[src/logic/sensor_bank_pkg.sv]
// package: offsets, field positions and reset values of the sensor control bank
package sensor_bank_pkg;

  localparam int unsigned NUM_REGS = 17;

  // register offsets on the control register port
  localparam logic [7:0] GAMMA_LAST_SEGMENT_OFS    = 8'h89;
  localparam logic [7:0] COLOUR_WORD_FORMAT_OFS    = 8'h8C;
  localparam logic [7:0] DUMMY_LINE_LOW_OFS        = 8'h92;
  localparam logic [7:0] DUMMY_LINE_HIGH_OFS       = 8'h93;
  localparam logic [7:0] LENS_CORR_OPTION_A_OFS    = 8'h94;
  localparam logic [7:0] LENS_CORR_OPTION_B_OFS    = 8'h95;
  localparam logic [7:0] BAND_FILTER_50HZ_OFS      = 8'h9D;
  localparam logic [7:0] BAND_FILTER_60HZ_OFS      = 8'h9E;
  localparam logic [7:0] HIST_EXPO_CTRL_A_OFS      = 8'h9F;
  localparam logic [7:0] HIST_EXPO_CTRL_B_OFS      = 8'hA0;
  localparam logic [7:0] SCALED_OUTPUT_DELAY_OFS   = 8'hA2;
  localparam logic [7:0] NIGHT_FRAME_RATE_CTRL_OFS = 8'hA4;
  localparam logic [7:0] BAND_STEP_LIMIT_50HZ_OFS  = 8'hA5;
  localparam logic [7:0] HIST_EXPO_CTRL_C_OFS      = 8'hA6;
  localparam logic [7:0] HIST_EXPO_CTRL_D_OFS      = 8'hA7;
  localparam logic [7:0] HIST_EXPO_CTRL_E_OFS      = 8'hA8;
  localparam logic [7:0] HIST_EXPO_CTRL_F_OFS      = 8'hA9;

  // reset values
  localparam logic [7:0] GAMMA_LAST_SEGMENT_RST    = 8'hE5;
  localparam logic [7:0] COLOUR_WORD_FORMAT_RST    = 8'h00;
  localparam logic [7:0] DUMMY_LINE_LOW_RST        = 8'h00;
  localparam logic [7:0] DUMMY_LINE_HIGH_RST       = 8'h00;
  localparam logic [7:0] LENS_CORR_OPTION_A_RST    = 8'h50;
  localparam logic [7:0] LENS_CORR_OPTION_B_RST    = 8'h50;
  localparam logic [7:0] BAND_FILTER_50HZ_RST      = 8'h99;
  localparam logic [7:0] BAND_FILTER_60HZ_RST      = 8'h7F;
  localparam logic [7:0] HIST_EXPO_CTRL_A_RST      = 8'hC0;
  localparam logic [7:0] HIST_EXPO_CTRL_B_RST      = 8'h90;
  localparam logic [7:0] SCALED_OUTPUT_DELAY_RST   = 8'h02;
  localparam logic [7:0] NIGHT_FRAME_RATE_CTRL_RST = 8'h00;
  localparam logic [7:0] BAND_STEP_LIMIT_50HZ_RST  = 8'h0F;
  localparam logic [7:0] HIST_EXPO_CTRL_C_RST      = 8'hF0;
  localparam logic [7:0] HIST_EXPO_CTRL_D_RST      = 8'hC1;
  localparam logic [7:0] HIST_EXPO_CTRL_E_RST      = 8'hF0;
  localparam logic [7:0] HIST_EXPO_CTRL_F_RST      = 8'hC1;

  // field positions
  localparam int unsigned RGB12_ENABLE_BIT   = 1;
  localparam int unsigned RGB12_PAD_LAST_BIT = 0;
  localparam int unsigned AFR_HALVE_RATE_BIT = 3;
  localparam int unsigned AFR_GAIN_LSB       = 0;
  localparam int unsigned AFR_GAIN_W         = 2;
  localparam int unsigned SCALE_DELAY_LSB    = 0;
  localparam int unsigned SCALE_DELAY_W      = 7;

  // storage slot order; the two tables below follow it
  localparam logic [7:0] REG_OFS [NUM_REGS] = '{
    GAMMA_LAST_SEGMENT_OFS, COLOUR_WORD_FORMAT_OFS, DUMMY_LINE_LOW_OFS,
    DUMMY_LINE_HIGH_OFS, LENS_CORR_OPTION_A_OFS, LENS_CORR_OPTION_B_OFS,
    BAND_FILTER_50HZ_OFS, BAND_FILTER_60HZ_OFS, HIST_EXPO_CTRL_A_OFS,
    HIST_EXPO_CTRL_B_OFS, SCALED_OUTPUT_DELAY_OFS, NIGHT_FRAME_RATE_CTRL_OFS,
    BAND_STEP_LIMIT_50HZ_OFS, HIST_EXPO_CTRL_C_OFS, HIST_EXPO_CTRL_D_OFS,
    HIST_EXPO_CTRL_E_OFS, HIST_EXPO_CTRL_F_OFS};

  localparam logic [7:0] REG_RST [NUM_REGS] = '{
    GAMMA_LAST_SEGMENT_RST, COLOUR_WORD_FORMAT_RST, DUMMY_LINE_LOW_RST,
    DUMMY_LINE_HIGH_RST, LENS_CORR_OPTION_A_RST, LENS_CORR_OPTION_B_RST,
    BAND_FILTER_50HZ_RST, BAND_FILTER_60HZ_RST, HIST_EXPO_CTRL_A_RST,
    HIST_EXPO_CTRL_B_RST, SCALED_OUTPUT_DELAY_RST, NIGHT_FRAME_RATE_CTRL_RST,
    BAND_STEP_LIMIT_50HZ_RST, HIST_EXPO_CTRL_C_RST, HIST_EXPO_CTRL_D_RST,
    HIST_EXPO_CTRL_E_RST, HIST_EXPO_CTRL_F_RST};

  // slot indices used by the steering logic
  localparam int unsigned IDX_GAMMA = 0;
  localparam int unsigned IDX_COLOUR = 1;
  localparam int unsigned IDX_DUMMY_LO = 2;
  localparam int unsigned IDX_DUMMY_HI = 3;
  localparam int unsigned IDX_LENS_A = 4;
  localparam int unsigned IDX_LENS_B = 5;
  localparam int unsigned IDX_BAND50 = 6;
  localparam int unsigned IDX_BAND60 = 7;
  localparam int unsigned IDX_HIST_A = 8;
  localparam int unsigned IDX_HIST_B = 9;
  localparam int unsigned IDX_DELAY = 10;
  localparam int unsigned IDX_NIGHT = 11;
  localparam int unsigned IDX_STEP50 = 12;
  localparam int unsigned IDX_HIST_C = 13;
  localparam int unsigned IDX_HIST_D = 14;
  localparam int unsigned IDX_HIST_E = 15;
  localparam int unsigned IDX_HIST_F = 16;

endpackage

[src/logic/sensor_ctrl_regs_89_a9.sv]
// sensor control register bank, offsets 0x89 to 0xA9, with steered control outputs
//
// Overview of operation
// - gamma segment fifteen output byte, reset E5
// - 12-bit colour enable only with RGB format
// - bit 0 picks padding nibble first or last
// - dummy lines: low byte, then high byte
// - lens options act only with lens enable
// - 50 Hz filter used when banding on, 50
// - 60 Hz filter used when banding on, 60
// - scaling delay in bits 6:0, reset 02
// - bit 3: double exposure or halve rate
// - bits 1:0 pick dummy-row gain point
// - 50 Hz banding step limit byte, reset 0F
// - six histogram tuning bytes with given resets
// - histogram bytes act only in histogram mode
`timescale 1ns/1ps

module sensor_ctrl_regs_89_a9 (
  // clock and reset
  input  wire logic        clk_sys,
  input  wire logic        resetn,
  // register port from the serial control bus slave
  input  wire logic [7:0]  reg_addr,
  input  wire logic [7:0]  reg_wdata,
  input  wire logic        reg_wr,
  input  wire logic        reg_rd,
  output logic             reg_hit,
  output logic [7:0]       reg_rdata,
  output logic             reg_rvalid,
  // enables held in registers outside this bank
  input  wire logic        rgb_family_sel,
  input  wire logic        lens_corr_enable,
  input  wire logic        banding_filter_en,
  input  wire logic        banding_freq_50hz,
  input  wire logic        expo_algorithm_hist,
  // gamma
  output logic [7:0]       gamma_seg15_out,
  // colour word
  output logic             rgb12_enable,
  output logic             rgb12_pad_last,
  // dummy lines
  output logic [15:0]      dummy_line_count,
  // lens correction
  output logic             lens_opt_valid,
  output logic [7:0]       lens_opt_a,
  output logic [7:0]       lens_opt_b,
  // banding
  output logic             band_filter_valid,
  output logic [7:0]       band_filter_value,
  output logic [7:0]       band_step_limit_50hz,
  // scaling
  output logic [6:0]       scale_out_delay,
  // automatic frame rate
  output logic             afr_halve_rate,
  output logic [1:0]       afr_gain_point,
  // histogram exposure tuning
  output logic             hist_tuning_valid,
  output logic [47:0]      hist_tuning
);

  localparam int unsigned NR = sensor_bank_pkg::NUM_REGS;

  logic [7:0] regs_q [NR];
  logic       hit;
  logic [4:0] slot;

  // maps an address to its storage slot; hit low for reserved or foreign addresses
  function automatic logic [5:0] decode(input logic [7:0] addr);
    logic [5:0] res;
    res = 6'h00;
    for (int i = 0; i < NR; i++) begin
      if (addr == sensor_bank_pkg::REG_OFS[i]) begin
        res = {1'b1, 5'(i)};
      end
    end
    return res;
  endfunction

  assign {hit, slot} = decode(reg_addr);
  assign reg_hit = hit;

  // storage: writes to unmapped addresses are dropped
  always_ff @(posedge clk_sys or negedge resetn) begin
    if (!resetn) begin
      for (int i = 0; i < NR; i++) begin
        regs_q[i] <= sensor_bank_pkg::REG_RST[i];
      end
    end else if (reg_wr && hit) begin
      regs_q[slot] <= reg_wdata;
    end
  end

  // read back: whole stored byte, reserved addresses read 00
  always_ff @(posedge clk_sys or negedge resetn) begin
    if (!resetn) begin
      reg_rdata  <= 8'h00;
      reg_rvalid <= 1'b0;
    end else begin
      reg_rvalid <= reg_rd;
      if (reg_rd) begin
        reg_rdata <= hit ? regs_q[slot] : 8'h00;
      end
    end
  end

  // gamma and colour word
  always_ff @(posedge clk_sys or negedge resetn) begin
    if (!resetn) begin
      gamma_seg15_out <= sensor_bank_pkg::GAMMA_LAST_SEGMENT_RST;
      rgb12_enable    <= 1'b0;
      rgb12_pad_last  <= 1'b0;
    end else begin
      gamma_seg15_out <= regs_q[sensor_bank_pkg::IDX_GAMMA];
      rgb12_enable    <= rgb_family_sel &&
        regs_q[sensor_bank_pkg::IDX_COLOUR][sensor_bank_pkg::RGB12_ENABLE_BIT];
      rgb12_pad_last  <=
        regs_q[sensor_bank_pkg::IDX_COLOUR][sensor_bank_pkg::RGB12_PAD_LAST_BIT];
    end
  end

  // dummy lines and lens correction
  always_ff @(posedge clk_sys or negedge resetn) begin
    if (!resetn) begin
      dummy_line_count <= {sensor_bank_pkg::DUMMY_LINE_HIGH_RST,
                           sensor_bank_pkg::DUMMY_LINE_LOW_RST};
      lens_opt_valid   <= 1'b0;
      lens_opt_a       <= sensor_bank_pkg::LENS_CORR_OPTION_A_RST;
      lens_opt_b       <= sensor_bank_pkg::LENS_CORR_OPTION_B_RST;
    end else begin
      dummy_line_count <= {regs_q[sensor_bank_pkg::IDX_DUMMY_HI],
                           regs_q[sensor_bank_pkg::IDX_DUMMY_LO]};
      lens_opt_valid   <= lens_corr_enable;
      lens_opt_a       <= regs_q[sensor_bank_pkg::IDX_LENS_A];
      lens_opt_b       <= regs_q[sensor_bank_pkg::IDX_LENS_B];
    end
  end

  // banding filter: value picked by frequency, flagged unused when banding is off
  always_ff @(posedge clk_sys or negedge resetn) begin
    if (!resetn) begin
      band_filter_valid    <= 1'b0;
      band_filter_value    <= 8'h00;
      band_step_limit_50hz <= sensor_bank_pkg::BAND_STEP_LIMIT_50HZ_RST;
    end else begin
      band_filter_valid <= banding_filter_en;
      if (!banding_filter_en) begin
        band_filter_value <= 8'h00;
      end else if (banding_freq_50hz) begin
        band_filter_value <= regs_q[sensor_bank_pkg::IDX_BAND50];
      end else begin
        band_filter_value <= regs_q[sensor_bank_pkg::IDX_BAND60];
      end
      band_step_limit_50hz <= regs_q[sensor_bank_pkg::IDX_STEP50];
    end
  end

  // scaling delay and automatic frame rate policy
  always_ff @(posedge clk_sys or negedge resetn) begin
    if (!resetn) begin
      scale_out_delay <= sensor_bank_pkg::SCALED_OUTPUT_DELAY_RST[sensor_bank_pkg::SCALE_DELAY_LSB
                         +: sensor_bank_pkg::SCALE_DELAY_W];
      afr_halve_rate  <= 1'b0;
      afr_gain_point  <= 2'h0;
    end else begin
      scale_out_delay <= regs_q[sensor_bank_pkg::IDX_DELAY][sensor_bank_pkg::SCALE_DELAY_LSB
                         +: sensor_bank_pkg::SCALE_DELAY_W];
      afr_halve_rate  <=
        regs_q[sensor_bank_pkg::IDX_NIGHT][sensor_bank_pkg::AFR_HALVE_RATE_BIT];
      afr_gain_point  <= regs_q[sensor_bank_pkg::IDX_NIGHT][sensor_bank_pkg::AFR_GAIN_LSB
                         +: sensor_bank_pkg::AFR_GAIN_W];
    end
  end

  // histogram tuning bytes, byte a in the low lane
  always_ff @(posedge clk_sys or negedge resetn) begin
    if (!resetn) begin
      hist_tuning_valid <= 1'b0;
      hist_tuning       <= 48'h0;
    end else begin
      hist_tuning_valid <= expo_algorithm_hist;
      hist_tuning <= {regs_q[sensor_bank_pkg::IDX_HIST_F], regs_q[sensor_bank_pkg::IDX_HIST_E],
                      regs_q[sensor_bank_pkg::IDX_HIST_D], regs_q[sensor_bank_pkg::IDX_HIST_C],
                      regs_q[sensor_bank_pkg::IDX_HIST_B],
                      regs_q[sensor_bank_pkg::IDX_HIST_A]};
    end
  end

endmodule // sensor_ctrl_regs_89_a9

[config.mk]
export PLATFORM = sky130hd
export DESIGN_NAME = sensor_ctrl_regs_89_a9
export DESIGN_NICKNAME = d
export VERILOG_FILES = /design/src/logic/sensor_bank_pkg.sv /design/src/logic/sensor_ctrl_regs_89_a9.sv
export SDC_FILE = /design/constraint.sdc
export NUM_CORES = 1
export LEC_CHECK = 0
export BUFFER_PORTS_ARGS = -buffer_cell sky130_fd_sc_hd__buf_2
export CORE_ASPECT_RATIO = 1.1
export CORE_MARGIN = 8
export CORE_UTILIZATION = 43
export DETAILED_ROUTE_END_ITERATION = 10
export HOLD_SLACK_MARGIN = 0.06
export PLACE_DENSITY_LB_ADDON = 0.08
export SLEW_MARGIN = 30
export SYNTH_ARGS = -nofsm -noshare
export SYNTH_HDL_FRONTEND = slang
export SYNTH_SLANG_ARGS = --single-unit
[constraint.sdc]
create_clock -name clk_sys -period 3.5 [get_ports clk_sys]
set_clock_uncertainty 0.05 [all_clocks]
set_input_delay 0.175 -clock clk_sys [delete_from_list [all_inputs] [get_ports clk_sys]]
set_output_delay 0.175 -clock clk_sys [all_outputs]
set_load 0.01 [all_outputs]
== Word level (Yosys, flattened, before mapping) ==
Cells that the tools add are included.

* Bits in registers: 264
* Output and inout bits: 129
* Input port bits: 25
* Word-level logic and storage cells: 83

* Mux-type cells: 26
* Bitwise operators: 1
* Reductions and logical operators: 3
* Magnitude comparators: 2
* Equality and inequality tests: 17

{| class="wikitable"
|+ Operators with widths
! operator !! number
|-
| 136-bit bitwise mux || 1
|-
| 8-bit == test (second input constant) || 17
|-
| 6-bit 2-to-1 mux || 17
|-
| 8-bit 2-to-1 mux || 6
|-
| 8-bit binary-select mux with 5-bit select || 1
|-
| 8-bit demux with 5-bit select || 1
|-
| 6-bit >= comparator (second input constant) || 1
|-
| 6-bit by 1-bit < comparator with 1-bit output (second input constant) || 1
|-
| 5-bit NOT with 6-bit output || 1
|-
| 1-bit logical AND || 3
|}

== Depth between registers and ports, before layout ==
* Depth after elaboration: 24
* Depth in mapped cells: 10
* Mapped depth without buffers: 7

== Worst setup path before layout ==
OpenSTA, ideal clock, no wires.

* Kind: input to register
* Start point: input port reg_addr[3]
* End point: register regs_q[104] in the netlist's numbering
* Required time: 3.325 ns
* Arrival time: 2.038 ns
* Setup time: 0.125 ns
* Stages: 8
* Path slack: 1.287 ns
* Path buffers: 3
* Cell sequence: buf_4 > clkbuf_1 > o22ai_1 > a221oi_2 > o22ai_1 > buf_4 > nor4b_4 > mux2_2

* Cells in the longest elaborated chain, start to end: 23
* Elaborated cells on any way between the ends: 42
* Classes of those cells: 2 x order compare; 17 x eq/ne; 20 x mux; 1 x bitwise; 2 x reduce/logical

{| class="wikitable"
|+ RTL lines
! item !! line !! source
|-
| from (decl) || sensor_ctrl_regs_89_a9.sv:24 || <nowiki>input wire logic [7:0] reg_addr,</nowiki>
|-
| 8-bit == test || sensor_ctrl_regs_89_a9.sv:73 || <nowiki>if (addr == sensor_bank_pkg::REG_OFS[i]) begin</nowiki>
|-
| 6-bit 2-to-1 mux (15 in a row) || sensor_ctrl_regs_89_a9.sv:73 ||
|-
| 6-bit 2-to-1 mux (*) || sensor_ctrl_regs_89_a9.sv:73 ||
|-
| 5-bit NOT with 6-bit output (not written as such) || sensor_ctrl_regs_89_a9.sv:90 || <nowiki>regs_q[slot] <= reg_wdata;</nowiki>
|-
| 6-bit >= comparator (not written as such) or 6-bit by 1-bit < comparator with 1-bit output (tied branches) || sensor_ctrl_regs_89_a9.sv:90 ||
|-
| 1-bit logical AND (not written as such) || sensor_ctrl_regs_89_a9.sv:90 ||
|-
| 8-bit 2-to-1 mux (not written as such) || sensor_ctrl_regs_89_a9.sv:90 ||
|-
| 8-bit demux with 5-bit select || sensor_ctrl_regs_89_a9.sv:90 ||
|-
| 136-bit bitwise mux || sensor_ctrl_regs_89_a9.sv:90 ||
|-
| to (signal, indexed assignment) || sensor_ctrl_regs_89_a9.sv:87 || <nowiki>regs_q[i] <= sensor_bank_pkg::REG_RST[i];</nowiki>
|-
| to (signal, indexed assignment) || sensor_ctrl_regs_89_a9.sv:90 ||
|-
| to (decl) || sensor_ctrl_regs_89_a9.sv:64 || <nowiki>logic [7:0] regs_q [NR];</nowiki>
|}

Every way passes the cells marked *; elsewhere a longest branch is shown, timed or not.
A chain may end at the register's enable or synchronous reset.

== Worst setup path in the final report ==
* Start point: input port reg_addr[4]
* End point: register regs_q[69] in the netlist's numbering

The elaborated chain is that of the path after synthesis.

==> metrics.md <==
| Metric | Value |
|---|---|
| Final hold violations | `0` |
| DRT iter0 DRCs | `310` |
| Num CTS Buffers | `27` |
| Leakage | `6.54 nW` |
| Period minus WS final | `2.45 ns` |
| Worst IR Drop VDD | `0.000354 V` |
| Finished Layout Cells | `1182` |
| CTS Sinks | `264` |
| Yosys cell types | `57` |
| H-tree depth | `1` |
| Crit-path cells | `buf_2, nand4bb_1, nor3_1, a21oi_1, mux2i_4, buf_4, nand3b_1, mux2_2` |
| Worst-Margin Slew | `0.919 ns` |
| Hold Buf Count CTS | `7` |
| Mean Syn Cell Area | `15.2 um2` |
| Cell Int Power | `5.45 mW` |
| Ys async rst share | `1.00` |
| Commonest non-fill, non-tap cells in the layout | `dfrtp_1, buf_2, mux2_2` |
| Slowest-stage cell, CP | `mux2i_4` |
| Starting Density | `0.439` |
| Delay of the slowest critical-path stage | `0.49 ns` |
| Core ar. | `23800 um2` |
| Synth Net Count | `713` |
| First-pass GRT wire length | `41.0 mm` |
| Max Root-Sink Buffers | `3` |
| Register area share after synthesis | `0.640` |
| Worst r2r path cells | `4` |
| Overflow after GRT | `0` |
| Clock root cell | `clkbuf_16` |
| Sw frac | `0.242` |
| RSZ-0062 raised after global routing | `no` |
| Multiplexer area fraction after synthesis | `0.234` |
| #FFs+latches synth | `264` |
| Post-CTS Setup Inserts | `0` |
| Share of cells above drive strength 1 | `0.482` |
| Achievable Freq | `0.408 GHz` |
| Avg WL per Cell | `22.5 um` |
| Syn Std Cell Area | `10400 um2` |
| Adder-cell share of the synthesized area | `0` |
| DRT Pass-1 Iters | `4` |
| Commonest non-fill, non-tap cell in the layout | `dfrtp_1` |
| EDFF count, synth | `0` |
| Crit path required time | `3.87 ns` |
| Placed instance area | `11500 um2` |
| Placer Congestion | `0.840` |
| Slew margin rel. | `0.379` |
| Final core utilization | `0.528` |
| Synth Warn # | `0` |
| WP buf/inv | `2` |
| Placed insts | `1125` |
| NetSw | `1.74 mW` |
| Clock power frac | `0.421` |
| Worst Hold Endpoint | `regs_q[22]` |
| CP arrival | `2.82 ns` |
| Wirelength, routed | `26.6 mm` |
| Cell Pwr Density | `572 nW/um2` |
| Top FF cell, synth | `dfrtp_1` |
| Final Cell Area | `12600 um2` |
| CP delay by family, top | `simple AND/OR/NAND/NOR gates` |
| Critical-path maximum fanout | `13` |
| Status | `complete, no violations` |
| Gate power share | `0.094` |
| Compound-gate portion of the synthesized area | `0.0484` |
| Setup-failing EPs final | `0` |
| Worst-path clk slew | `0.07 ns` |
| Port bufs | `153` |
| Post-Place Worst Slack | `0.519 ns` |
| Clock Latency Late Sink | `0.54 ns` |
| Vias in the first global route | `6765` |
| WHS Path Cells | `2` |
| Hold WC Path Type | `input pin to flop` |
| Via count | `6196` |
| Max-cap violations | `0` |
| Sequential share of power | `0.485` |
| Via/cell ratio | `5.24` |
| R2R Path Start | `regs_q[74]` |
| Number of antenna diodes | `0` |
| Worst setup margin | `1.05 ns` |
| CTS tree | `built` |
| GRT Util Overall | `0.181` |
| Final #Nets | `881` |
| DRC Markers | `0` |
| Worst hold margin | `0.126 ns` |
| Synth Area in Simple Gates | `0.0510` |
| Reg-to-reg slack, setup | `2.04 ns` |
| Setup TNS | `0 ns` |
| Tcrit/Tclk final | `0.700` |
| Worst R2R End | `reg_rdata[2]` |
| Detailed placer's ending HPWL | `18.2 mm` |
| PostCTS Resize Cnt | `0` |
| Die Y | `179 um` |
| Syn-to-layout area delta | `20.4%` |
| Crit path kind | `input pin to flop` |
| Crit. End Element | `flop` |
| Main combinational cell family by area after synthesis | `multiplexers` |
| Fill cells | `2031` |
| Hold_sp | `reg_wdata[6]` |
| Synth Instances | `688` |
| FP Rows | `59` |
| Count of pins over their slew limit | `0` |
| Setup crit start kind | `input pin` |
| Largest net degree at the start of global routing | `107` |
| Post-synthesis xor/xnor area fraction | `0.00420` |
| Antenna violations before repair | `0` |
| Die area | `29500 um2` |
| DIE WIDTH | `164 um` |
| PnR Total Power | `7.19 mW` |
| Io pins | `154` |
| Antenna Violating Nets Remaining | `0` |
[per-layer routing]
layer,vias to the layer above,GRT usage,share of wire
met5,-,0,0
met4,0,0.0507,0.021
met3,41,0.0336,0.062
met2,170,0.296,0.47
met1,3175,0.244,0.44
li1,2810,-,-
[worst max path at each step]
stage | endpoint | from | slack (ns) | cells past startpoint
5_1_grt | regs_q[69] | reg_addr[4] | 0.87 | 8
3_5_place_dp | regs_q[68] | reg_addr[4] | 0.52 | 8
4_1_cts | regs_q[68] | reg_addr[4] | 1.06 | 8
6_report | regs_q[69] | reg_addr[4] | 1.05 | 8
2_1_floorplan | regs_q[104] | reg_addr[3] | 1.29 | 8
3_3_place_gp | regs_q[68] | reg_addr[4] | 0.62 | 8
[cell usage after synthesis (all sizes together) (7+ instances only)]
cell type,count,share of area
nor2b,19,0.011
mux2,137,0.15
dfrtp,207,0.50
nand3,8,0.0048
a22oi,22,0.016
mux2i,88,0.086
nor2,10,0.0041
nand2,13,0.0049
dfstp,57,0.14
buf,24,0.015
a31oi,9,0.0054
clkbuf,15,0.0054
o21ai,11,0.0053
o211ai,7,0.0050
[cells by family (layout without fill, tap and decap cells)]
| group | Yosys count | in the layout |
|---|---|---|
| flip-flops | 264 | 264 |
| multiplexers | 225 | 225 |
| AND/OR/NAND/NOR | 80 | 80 |
| AO/OA/AOI/OAI | 70 | 70 |
| buffers and inverters | 44 | 233 |
| XOR/XNOR | 5 | 5 |
[final cells by class]
type | count | area (um2) | share of cell area
clock buffer | 35 | 756 | 0.0602
clock inverter | 15 | 194 | 0.0154
inverter | 5 | 18.8 | 0.00149
multi-input combinational | 380 | 3530 | 0.281
sequential | 264 | 6680 | 0.532
tap | 305 | 382 | 0.0304
timing repair buffer | 178 | 1010 | 0.0801
[worst reg2reg max path, cell delays in order, from the launching register on]
cell	delay [ns]
dfstp_2	0.54
mux2i_1	0.08
mux2i_1	0.35
a22oi_1	0.18
o21ai_1	0.20
[flip-flops by register name, summed over array words and instances (netlist names), 2 cells and up]
signal and count:
scale_out_delay 7, gamma_seg15_out 8, reg_rdata 8, lens_opt_b 8, afr_gain_point 2, dummy_line_count 16, regs_q 136, hist_tuning 48
band_filter_value 8, band_step_limit_50hz 8, lens_opt_a 8
[power by group through the flow]
stage                     registers, mW  logic (mW)  clock network [mW]
after floorplan                    3.54       0.305                   0
after global placement             3.53       0.668                   0
after detailed placement           3.53       0.683                   0
after CTS                          3.49       0.692                3.09
after global routing               3.51       0.740                3.22
final                              3.48       0.678                3.03
Power figures use the tool's default switching activity.
